<file path="config.mk">
export PLATFORM = sky130hd
export DESIGN_NAME = sdhs_status_counter
export DESIGN_NICKNAME = d
export VERILOG_FILES = /design/src/verilog/sdhs_status_counter.v /design/src/verilog/sdhs_resp_timer.v
export VERILOG_INCLUDE_DIRS = /design/src /design/src/verilog
export SDC_FILE = /design/constraint.sdc
export NUM_CORES = 1
export LEC_CHECK = 0
export ABC_AREA = 1
export BUFFER_PORTS_ARGS = -buffer_cell sky130_fd_sc_hd__clkbuf_2
export CORE_ASPECT_RATIO = 0.6
export CORE_MARGIN = 2
export CORE_UTILIZATION = 56
export DETAILED_ROUTE_END_ITERATION = 8
export GPL_TIMING_DRIVEN = 0
export PLACE_DENSITY = 0.8
export REMOVE_ABC_BUFFERS = 1
export SETUP_SLACK_MARGIN = 0.05
export SYNTH_ARGS = -nofsm -noshare
export SYNTH_HDL_FRONTEND = slang
export SYNTH_SLANG_ARGS = --single-unit
</file>
<file path="constraint.sdc">
create_clock -name clk_i -period 2.26 [get_ports clk_i]
set_input_delay 0.452 -clock clk_i [delete_from_list [all_inputs] [get_ports clk_i]]
set_output_delay 0.452 -clock clk_i [all_outputs]
set_load 0.01 [all_outputs]
</file>
<file path="src/verilog/sdhs_map.vh">
`ifndef SDHS_MAP_VH
`define SDHS_MAP_VH

// ----------------------------------------
// Register byte offsets
// ----------------------------------------
`define SDHS_OFS_LEN 8'h00
`define SDHS_OFS_CTRL 8'h04
`define SDHS_OFS_COUNT 8'h08
`define SDHS_OFS_STAT 8'h0c
`define SDHS_OFS_CLR 8'h10
`define SDHS_OFS_MASK 8'h14

// ----------------------------------------
// Control word fields
// ----------------------------------------
`define SDHS_CTRL_EN 0
`define SDHS_CTRL_DIR 1
`define SDHS_CTRL_FLOW 2
`define SDHS_CTRL_WIDE 3
`define SDHS_CTRL_W 4

// ----------------------------------------
// Status word fields
// ----------------------------------------
`define SDHS_ST_CARDIRQ 22
`define SDHS_ST_RXAV 21
`define SDHS_ST_TXAV 20
`define SDHS_ST_RXE 19
`define SDHS_ST_TXE 18
`define SDHS_ST_RXF 17
`define SDHS_ST_TXF 16
`define SDHS_ST_RXH 15
`define SDHS_ST_TXH 14
`define SDHS_ST_RXACT 13
`define SDHS_ST_TXACT 12
`define SDHS_ST_CMDACT 11
`define SDHS_ST_BLKOK 10
`define SDHS_ST_SBERR 9
`define SDHS_ST_DEND 8
`define SDHS_ST_CSENT 7
`define SDHS_ST_RSPOK 6
`define SDHS_ST_RXOVR 5
`define SDHS_ST_TXUND 4
`define SDHS_ST_DTOUT 3
`define SDHS_ST_RTOUT 2
`define SDHS_ST_BLKERR 1
`define SDHS_ST_RSPERR 0
`define SDHS_STAT_W 23
`define SDHS_STICKY_MASK 23'h4007ff
`define SDHS_CLR_MASK 23'h4007ff

// ----------------------------------------
// Widths, reset values and timing
// ----------------------------------------
`define SDHS_COUNT_W 25
`define SDHS_LEN_RST 25'h0000000
`define SDHS_MASK_RST 23'h000000
`define SDHS_LVL_W 6
`define SDHS_FIFO_DEPTH 6'h20
`define SDHS_HALF_WORDS 6'h08
`define SDHS_FLOW_MARGIN 6'h02
`define SDHS_RESP_TIMEOUT_CK 7'h40

`endif

</file>
<file path="src/verilog/sdhs_status_counter.v">
// Implementation choices: the register offsets and the AHB-Lite slave port.
`timescale 1ns/1ps
`include "sdhs_map.vh"

// What this block does
// - Leaving idle for a wait state loads the counter from the length setting
// - Counter counts down during transfer; at zero go idle and flag data end
// - Count register reads 25-bit bytes remaining; writes are ignored
// - Status bits 22 and 10:0 are sticky until cleared by software
// - Status bits 21:11 follow live buffer and transfer state
// - With flow control, transmit empty asserts at two words left
// - With flow control, receive full asserts two words before full
// - Receive half full asserts at eight or more words held
// - Transmit half empty asserts when eight or more words fit
// - Bits 13, 12, 11 show receive, transmit and command in progress
// - Per block, bit 10 on good CRC, bit 1 on bad CRC
// - Wide bus: bit 9 set when start bit missing on any data line
// - Bit 7 command sent, bit 6 response CRC good, bit 0 bad
// - Bit 2 set when no response within 64 card clock periods
// - Bit 5 receive overrun, bit 4 transmit underrun, bit 3 data timeout
// - Bit 8 set when the data counter reaches zero
// - Bit 22 set when the card signals an I/O interrupt
// - Writing 1 to a clear bit clears that flag; 0 leaves it
// - Clear bits exist only for 22 and 10:0; live flags cannot clear
// - Transfer enable starts a transfer into send or receive wait by direction
// - Mask register holds one enable per status bit
module sdhs_status_counter (
   input wire clk_i,
   input wire resetn_i,
   input wire hsel_i,
   input wire [31:0] haddr_i,
   input wire [1:0] htrans_i,
   input wire hwrite_i,
   input wire [2:0] hsize_i,
   input wire [31:0] hwdata_i,
   input wire hready_i,
   output wire hreadyout_o,
   output wire hresp_o,
   output reg [31:0] hrdata_o,
   input wire card_tick_i,
   input wire data_start_i,
   input wire byte_moved_i,
   input wire block_done_i,
   input wire block_crc_ok_i,
   input wire start_bit_missing_i,
   input wire cmd_active_i,
   input wire cmd_sent_noresp_i,
   input wire resp_wait_i,
   input wire resp_done_i,
   input wire resp_crc_ok_i,
   input wire rx_overrun_i,
   input wire tx_underrun_i,
   input wire data_timeout_i,
   input wire card_irq_i,
   input wire [5:0] rx_level_i,
   input wire [5:0] tx_level_i,
   output wire data_busy_o,
   output wire data_dir_o,
   output wire rx_dma_req_o,
   output wire tx_dma_req_o,
   output wire irq_o
);

   // ----------------------------------------
   // States of the data path state machine
   // ----------------------------------------
   localparam [4:0] ST_IDLE = 5'h01;
   localparam [4:0] ST_WAIT_S = 5'h02;
   localparam [4:0] ST_WAIT_R = 5'h04;
   localparam [4:0] ST_SEND = 5'h08;
   localparam [4:0] ST_RECV = 5'h10;

   // ----------------------------------------
   // Helpers
   // ----------------------------------------
   function at_least;
      input [5:0] level;
      input [5:0] limit;
      begin
         at_least = (level >= limit);
      end
   endfunction

   function [31:0] pad_low;
      input [24:0] value;
      begin
         pad_low = {7'h00, value};
      end
   endfunction

   // ----------------------------------------
   // Bus capture
   // ----------------------------------------
   reg wr_pend;
   reg [7:0] wr_addr;
   wire addr_phase;
   wire rd_take;

   // Only a valid transfer with the bus ready opens an address phase
   assign addr_phase = hsel_i && htrans_i[1] && hready_i;
   assign rd_take = addr_phase && !hwrite_i;

   // Zero wait states and never an error
   assign hreadyout_o = 1'b1;
   assign hresp_o = 1'b0;

   always @(posedge clk_i or negedge resetn_i) begin
      if (!resetn_i) begin
         wr_pend <= 1'b0;
         wr_addr <= 8'h00;
      end else begin
         wr_pend <= addr_phase && hwrite_i;
         wr_addr <= {haddr_i[7:2], 2'b00};
      end
   end

   wire wr_len;
   wire wr_ctrl;
   wire wr_clr;
   wire wr_mask;

   // Upper address bits are not decoded beyond the block window
   assign wr_len = wr_pend && (wr_addr == `SDHS_OFS_LEN);
   assign wr_ctrl = wr_pend && (wr_addr == `SDHS_OFS_CTRL);
   assign wr_clr = wr_pend && (wr_addr == `SDHS_OFS_CLR);
   assign wr_mask = wr_pend && (wr_addr == `SDHS_OFS_MASK);

   // ----------------------------------------
   // Software settings
   // ----------------------------------------
   reg [24:0] length_setting;
   reg [3:0] ctrl;
   reg [22:0] mask_word;

   always @(posedge clk_i or negedge resetn_i) begin
      if (!resetn_i) begin
         length_setting <= `SDHS_LEN_RST;
         ctrl <= 4'h0;
         mask_word <= `SDHS_MASK_RST;
      end else begin
         if (wr_len) begin
            length_setting <= hwdata_i[24:0];
         end
         if (wr_ctrl) begin
            ctrl <= hwdata_i[3:0];
         end
         if (wr_mask) begin
            mask_word <= hwdata_i[22:0];
         end
      end
   end

   wire flow_on;
   wire wide_on;
   wire start_req;

   assign flow_on = ctrl[`SDHS_CTRL_FLOW];
   assign wide_on = ctrl[`SDHS_CTRL_WIDE];
   // A new transfer needs a fresh write of the control word with enable set
   assign start_req = wr_ctrl && hwdata_i[`SDHS_CTRL_EN];

   // ----------------------------------------
   // Data path state machine and counter
   // ----------------------------------------
   reg [4:0] state;
   reg [4:0] next_state;
   reg [24:0] remaining;
   reg [24:0] next_remaining;
   reg data_end;
   reg next_data_end;

   always @* begin
      next_state = state;
      next_remaining = remaining;
      next_data_end = 1'b0;
      case (state)
         ST_IDLE: begin
            if (start_req) begin
               // Direction comes from the same write that enables
               if (hwdata_i[`SDHS_CTRL_DIR]) begin
                  next_state = ST_WAIT_R;
               end else begin
                  next_state = ST_WAIT_S;
               end
               next_remaining = length_setting;
            end
         end
         ST_WAIT_S: begin
            if (remaining == 25'h0000000) begin
               next_state = ST_IDLE;
               next_data_end = 1'b1;
            end else if (data_start_i) begin
               next_state = ST_SEND;
            end
         end
         ST_WAIT_R: begin
            if (remaining == 25'h0000000) begin
               next_state = ST_IDLE;
               next_data_end = 1'b1;
            end else if (data_start_i) begin
               next_state = ST_RECV;
            end
         end
         ST_SEND, ST_RECV: begin
            if (remaining == 25'h0000000) begin
               next_state = ST_IDLE;
               next_data_end = 1'b1;
            end else if (byte_moved_i) begin
               next_remaining = remaining - 25'h0000001;
            end
         end
         default: begin
            next_state = ST_IDLE;
         end
      endcase
   end

   always @(posedge clk_i or negedge resetn_i) begin
      if (!resetn_i) begin
         state <= ST_IDLE;
         remaining <= 25'h0000000;
         data_end <= 1'b0;
      end else begin
         state <= next_state;
         remaining <= next_remaining;
         data_end <= next_data_end;
      end
   end

   assign data_busy_o = (state != ST_IDLE);
   assign data_dir_o = (state == ST_WAIT_R) || (state == ST_RECV);

   // ----------------------------------------
   // Command response timeout
   // ----------------------------------------
   wire resp_expired;

   sdhs_resp_timer u_resp_timer (
      .clk_i(clk_i),
      .resetn_i(resetn_i),
      .wait_i(resp_wait_i),
      .card_tick_i(card_tick_i),
      .expired_o(resp_expired)
   );

   // ----------------------------------------
   // Live indications
   // ----------------------------------------
   wire rx_avail;
   wire tx_avail;
   wire rx_empty;
   wire tx_empty;
   wire rx_full;
   wire tx_full;
   wire rx_half;
   wire tx_half;
   wire [5:0] tx_room;

   assign rx_avail = (rx_level_i != 6'h00);
   assign tx_avail = (tx_level_i != 6'h00);
   assign rx_empty = (rx_level_i == 6'h00);
   // Early warnings leave slack for the card clock to be held off
   assign tx_empty = flow_on ? !at_least(tx_level_i, `SDHS_FLOW_MARGIN + 6'h01)
      : (tx_level_i == 6'h00);
   assign rx_full = flow_on
      ? at_least(rx_level_i, `SDHS_FIFO_DEPTH - `SDHS_FLOW_MARGIN)
      : at_least(rx_level_i, `SDHS_FIFO_DEPTH);
   assign tx_full = at_least(tx_level_i, `SDHS_FIFO_DEPTH);
   assign rx_half = at_least(rx_level_i, `SDHS_HALF_WORDS);
   assign tx_room = `SDHS_FIFO_DEPTH - tx_level_i;
   assign tx_half = at_least(tx_room, `SDHS_HALF_WORDS);

   assign rx_dma_req_o = rx_half;
   assign tx_dma_req_o = tx_half;

   wire [22:0] live;

   assign live = {1'b0, rx_avail, tx_avail, rx_empty, tx_empty, rx_full, tx_full,
      rx_half, tx_half, (state == ST_RECV), (state == ST_SEND), cmd_active_i,
      11'h000};

   // ----------------------------------------
   // Sticky flags
   // ----------------------------------------
   reg [22:0] sticky;
   wire [22:0] set_vec;
   wire [22:0] clr_vec;

   assign set_vec[`SDHS_ST_CARDIRQ] = card_irq_i;
   assign set_vec[21:11] = 11'h000;
   assign set_vec[`SDHS_ST_BLKOK] = block_done_i && block_crc_ok_i;
   assign set_vec[`SDHS_ST_SBERR] = start_bit_missing_i && wide_on;
   assign set_vec[`SDHS_ST_DEND] = data_end;
   assign set_vec[`SDHS_ST_CSENT] = cmd_sent_noresp_i;
   assign set_vec[`SDHS_ST_RSPOK] = resp_done_i && resp_crc_ok_i;
   assign set_vec[`SDHS_ST_RXOVR] = rx_overrun_i;
   assign set_vec[`SDHS_ST_TXUND] = tx_underrun_i;
   assign set_vec[`SDHS_ST_DTOUT] = data_timeout_i;
   assign set_vec[`SDHS_ST_RTOUT] = resp_expired;
   assign set_vec[`SDHS_ST_BLKERR] = block_done_i && !block_crc_ok_i;
   assign set_vec[`SDHS_ST_RSPERR] = resp_done_i && !resp_crc_ok_i;

   // Reserved clear bits are masked off so live flags stay untouched
   assign clr_vec = wr_clr ? (hwdata_i[22:0] & `SDHS_CLR_MASK) : 23'h000000;

   always @(posedge clk_i or negedge resetn_i) begin
      if (!resetn_i) begin
         sticky <= 23'h000000;
      end else begin
         // A set in the clearing cycle wins so no event is lost
         sticky <= ((sticky & ~clr_vec) | set_vec) & `SDHS_STICKY_MASK;
      end
   end

   wire [22:0] status_word;

   assign status_word = sticky | live;

   // ----------------------------------------
   // Interrupt request
   // ----------------------------------------
   assign irq_o = |(status_word & mask_word);

   // ----------------------------------------
   // Read data
   // ----------------------------------------
   reg [31:0] next_rdata;

   always @* begin
      next_rdata = 32'h00000000;
      case ({haddr_i[7:2], 2'b00})
         `SDHS_OFS_LEN: begin
            next_rdata = pad_low(length_setting);
         end
         `SDHS_OFS_CTRL: begin
            next_rdata = {28'h0000000, ctrl};
         end
         `SDHS_OFS_COUNT: begin
            // Reads the live down counter, also while a transfer runs
            next_rdata = pad_low(remaining);
         end
         `SDHS_OFS_STAT: begin
            next_rdata = {9'h000, status_word};
         end
         `SDHS_OFS_MASK: begin
            next_rdata = {9'h000, mask_word};
         end
         default: begin
            next_rdata = 32'h00000000;
         end
      endcase
   end

   always @(posedge clk_i or negedge resetn_i) begin
      if (!resetn_i) begin
         hrdata_o <= 32'h00000000;
      end else if (rd_take) begin
         hrdata_o <= next_rdata;
      end
   end

endmodule

</file>
<file path="src/verilog/sdhs_resp_timer.v">
`timescale 1ns/1ps
`include "sdhs_map.vh"

// Counts card clock periods while a response is awaited; fires once
module sdhs_resp_timer (
   input wire clk_i,
   input wire resetn_i,
   input wire wait_i,
   input wire card_tick_i,
   output reg expired_o
);

   reg [6:0] periods;
   reg fired;

   always @(posedge clk_i or negedge resetn_i) begin
      if (!resetn_i) begin
         periods <= 7'h00;
         fired <= 1'b0;
         expired_o <= 1'b0;
      end else begin
         expired_o <= 1'b0;
         if (!wait_i) begin
            periods <= 7'h00;
            fired <= 1'b0;
         end else if (card_tick_i && !fired) begin
            // Fixed window, not programmable
            if (periods == `SDHS_RESP_TIMEOUT_CK - 7'h01) begin
               expired_o <= 1'b1;
               fired <= 1'b1;
            end else begin
               periods <= periods + 7'h01;
            end
         end
      end
   end

endmodule

</file>
# [After elaboration in Yosys (flattened, before gate mapping)]
# Index checks and enable logic that the tools add are counted.
[word_totals] register_bits=143 inputBits=101 output_inout_bits=39 elab_cells=113
[classes] n_addsub=3 order_cmp=6 n_eq_ne=23 mux=27 n_bitwise=5 reduce_logical=36
[ops] cell="$pmux 25 s5" count=1
[ops] cell="$mux 25" count=3
[ops] cell="$pmux 25 s2" count=1
[ops] cell="$and 23x23->23" count=2
[ops] cell="$mux 5" count=6
[ops] cell="$logic_not 25->1" count=1
[ops] cell="$sub 25x1->25 const B" count=1
[ops] cell="$mux 23" count=1
[ops] cell="$not 23->23" count=1
[ops] cell="$or 23x22->23" count=1
[ops] cell="$or 23x23->23" count=1
[ops] cell="$reduce_or 23->1" count=1
[ops] cell="$mux 7" count=3
[ops] cell="$pmux 5 s4" count=1
[ops] cell="$eq 6x3->1 const B" count=3
[ops] cell="$logic_not 6->1" count=3
[ops] cell="$logic_and 1x1->1" count=15
[ops] cell="$eq 6x1->1 const B" count=2
[ops] cell="$eq 6x2->1 const B" count=2
[ops] cell="$ge 6x4->1 const B" count=2
[ops] cell="$ge 6x6->1 const B" count=2
[ops] cell="$reduce_bool 6->1" count=2
[ops] cell="$mux 1" count=10
[ops] cell="$ne 2x2->1 const B" count=5
[ops] cell="22 further kinds" count=30

# [Depth between registers and ports, before layout]
[depth] ltp_word=6 ltp_mapped=12 mapped_depth_nobuf=11

# [Modules after synthesis]
# From an unflattened synthesis, not the netlist that was laid out.
[unflattened] cells_unflattened=1015 hier_area_um2=7293.2
[by_module_without_submodules] module="sdhs_status_counter" instances=1 cells_each=952 area_per_inst_um2=6826.5 seq_area_each_um2=3179.3
[by_module_without_submodules] module="sdhs_resp_timer" instances=1 cells_each=63 area_per_inst_um2=466.7 seq_area_each_um2=225.2

# [Worst setup path after synthesis]
# Ideal clock, no wire load.
[synth_timing] path_type="input port to output port" startpoint="input port rx_level_i[4]" endpoint="output port irq_o" t_arrival_ps=1414 required_time_ps=1808 path_slack_ps=394 cell_stages=7 n_path_buf=0 path_cell_list="or2_2 -> nor2_1 -> nand2_1 -> nand2_1 -> o21ai_0 -> nor3b_1 -> nand2_1"
[synth_via] elab_chain_len=5 word_cells_on_any_way=9 classes_between="order compare (3); mux (1); bitwise (2); reduce/logical (3)"
[synth_lines] element="start: declaration" line="sdhs_status_counter.v:55" text="input wire [5:0] rx_level_i,"
[synth_lines] element="$ge 6x6->1 or $ge 6x5->1 (tied branches)" line="sdhs_status_counter.v:80" text="at_least = (level >= limit);"
[synth_lines] element="$mux 1" line="sdhs_status_counter.v:265" text="assign rx_full = flow_on"
[synth_lines] element="$or 23x22->23 *" line="sdhs_status_counter.v:317" text="assign status_word = sticky | live;"
[synth_lines] element="$and 23x23->23 *" line="sdhs_status_counter.v:322" text="assign irq_o = |(status_word & mask_word);"
[synth_lines] element="$reduce_or 23->1 *" line="sdhs_status_counter.v:322"
[synth_lines] element="end: declaration" line="sdhs_status_counter.v:61" text="output wire irq_o"
# Mark *: on every way between the ends. The rest lies on a longest branch, timed or not.

# [Worst setup path after layout]
[layout_timing] startpoint="register state[0]" endpoint="output port irq_o"
[layout_via] elab_chain_len=4 word_cells_on_any_way=5 classes_between="eq/ne (2); bitwise (2); reduce/logical (1)"
[layout_lines] element="start: declaration" line="sdhs_status_counter.v:165" text="reg [4:0] state;"
[layout_lines] element="start signal: assignment" line="sdhs_status_counter.v:224" text="state <= next_state;"
[layout_lines] element="$eq 5x4->1 or $eq 5x5->1 (tied branches)" line="sdhs_status_counter.v:279" text="rx_half, tx_half, (state == ST_RECV), (state == ST_SEND), cmd_active_i,"
[layout_lines] element="$or 23x22->23 *" line="sdhs_status_counter.v:317"
[layout_lines] element="$and 23x23->23 *" line="sdhs_status_counter.v:322"
[layout_lines] element="$reduce_or 23->1 *" line="sdhs_status_counter.v:322"
# Marked as above.

==> run metrics <==
Port Buffer Count 93; # rows 32; pin count of the biggest net entering global routing 102; Diodes inserted 0; grt ovf 0; DRC viols 0; total wire length 19.8 mm; EDFF count, synth 0; First-pass DRT Iterations 5; max-slew violations 0; CTS Buf Count 17; Die W 151 um; crit path max-delay cell type dfstp_2; hold crit path type in -> reg; Arrival @ worst endpoint 1.73 ns; Synth Area per Inst 7.24 um^2; Clk Tree Root Cell clkbuf_16; Crit Path Class reg -> out; Max-Cap Viols 0; Synth cell types 43; Initial Utilization 57.0%; Max IR drop VDD 0.000617 V; Via density 5.41; Final setup viols 0; CP required 1.81 ns; Synth async-reset ratio 100%; Final Util 68.2%; CTS tree done; Die H 92.2 um; core box area 12700 um^2; hold_ws 0.139 ns; RSZ-0062 raised after global routing true; hpwl dp 13.5 mm; most frequent cells in the layout nand2_1 (369), dfrtp_1 (135), inv_1 (106); Rel. slew slack 54.5%; Fmax 459 MHz; vias in the first global route 6498; Worst-path clk slew 0.07 ns; Tcrit/Tclk final 96.4%; DRT iter0 DRCs 684; Longest Clk Path Bufs 2; initial antenna violation count 0; Area Growth Syn to Fin 19.6%; CP Max Fanout 3; sequential area share after synthesis 46.9%; H-tree lvl count 4; Clk Latency, worst-skew pair 0.43 ns; Worst-Margin Slew 0.682 ns; post-synthesis cell area 7260 um^2; global-route wire length before repair 32.3 mm; WL/cell 15.4 um; CP max stage delay 0.54 ns; Die ar. 13900 um^2; post-synthesis register bit count 136; final-stage net count 1205; clock period minus worst slack 2.18 ns; Pleak 4.69 nW; synth warn 0; most common cell after layout, fill and taps aside nand2_1; GPL Wtd Cong 0.912; Worst setup EP type output pin; Synth Instances 1002; status complete, no violations; pwr dens 1020 nW/um^2; DRT antenna net count 0; Cell Chain, Critical Path nor2_2, nand3_4, o22ai_2, nor3b_2, nand2_1, clkbuf_2; layout cell share with drive strength beyond 1 16.4%; clk_skew 0.0122 ns; area of the multi-input gates 3320 um^2; crit start category flip-flop; CTS sink count 136; via count 6956; Storage cell area 3400 um^2; final hold violation count 0; IO Count 140; predominant post-synthesis flop cell dfrtp_1; All-Layer GR Usage 30.1%; fillers 1091
-- cells by family (layout without fill, tap and decap cells) --
logic type / Yosys count / in the layout / synth area share (%)
simple gates: 549 / 550 / 31.5
compound gates: 153 / 153 / 11.2
buf+inv: 153 / 258 / 9.01
flops: 136 / 136 / 46.9
xor+xnor: 4 / 4 / 0.483
mux: 3 / 3 / 0.431
fa+ha+maj: 2 / 2 / 0.345
other cells: 2 / 9 / 0.103
-- path summary, 6_finish.rpt --
path | from | end | slack [ns] | depth (start not counted)
setup / recovery | state[0] | irq_o | 0.08 | 6
hold / removal | haddr_i[7] | wr_addr[7] | 0.14 | 1
setup reg to reg | state[1] | remaining[3] | 0.20 | 10
hold reg to reg | data_end | sticky[8] | 0.45 | 2
max in group asynchronous | resetn_i | mask_word[3] | 0.98 | 3
min in group asynchronous | resetn_i | hrdata_o[12] | 0.49 | 2
-- sequential cells by signal, indices dropped and copies added (netlist names) --
signal and cells:
hrdata_o 25, length_setting 25, remaining 25, mask_word 23, sticky 12, u_resp_timer.periods 7
wr_addr 6, state 5, ctrl 4, data_end 1, u_resp_timer.expired_o 1, u_resp_timer.fired 1
wr_pend 1
-- power by group --
group / switching (mW) / internal [mW] / leakage (nW)
clock network: 1.19 / 1.78 / 0.305
logic: 1.68 / 0.906 / 2.90
registers: 0.463 / 2.83 / 1.49
-- stage by stage --
step / instances / setup slack, ns / total power, mW / cell area (um^2) / setup TNS, ns
floorplan: 970 / -0.198 / 4.79 / 7060 / -1.55
global placement: 1233 / -2.08 / 5.40 / 7740 / -288.69
detailed placement: 1239 / -0.696 / 5.51 / 7850 / -24.99
CTS: 1272 / 0.0662 / 8.53 / 8550 / 0
global route: 1285 / 0.0158 / 9.39 / 8680 / 0
finish: 1285 / 0.0816 / 8.85 / 8680 / 0
-- worst max-delay path, delay by kind of cell (launching register included) --
kind	cells	cell delay (ns)
flip-flops	1	0.54
AO/OA/AOI/OAI	1	0.10
AND/OR/NAND/NOR	4	0.54
buffers and inverters	1	0.13
-- metal layers --
| layer | track usage [%] | up-vias | routed length, um |
|---|---|---|---|
| li1 | - | 3372 | - |
| met1 | 46.0 | 3283 | 9380 |
| met2 | 43.5 | 271 | 8490 |
| met3 | 6.17 | 30 | 1640 |
| met4 | 7.79 | 0 | 259 |
| met5 | 0 | - | 0 |
-- area by class of cell --
class	instances	share of cell area [%]
Multi-Input combinational cell	721	38.3
Tap cell	170	2.45
Sequential cell	136	39.2
Inverter	114	5.06
Clock buffer	17	4.90
Timing Repair Buffer	112	7.79
Clock inverter	15	2.32
-- synth_stat cells, drive strengths merged, types with 4 or more instances --
cell type / number / area (um^2)
nor2: 94 / 390
a31oi: 6 / 37.5
dfrtp: 135 / 3380
nand3: 46 / 235
nand4: 23 / 156
clkbuf: 17 / 63.8
nand2: 375 / 1430
buf: 22 / 160
o22ai: 13 / 81.3
o21ai: 113 / 566
a21oi: 12 / 60.1
inv: 113 / 427
o21bai: 4 / 30.0
-- timing repair --
item,in CTS,in global routing
setup buffers,0,12
pin swaps,1,6
endpoints found under the hold margin,35,0
cloned,0,1
setup endpoints to repair,56,32
hold buffers,1,0
resized for setup,13,8
(Power assumes the default switching activity.)
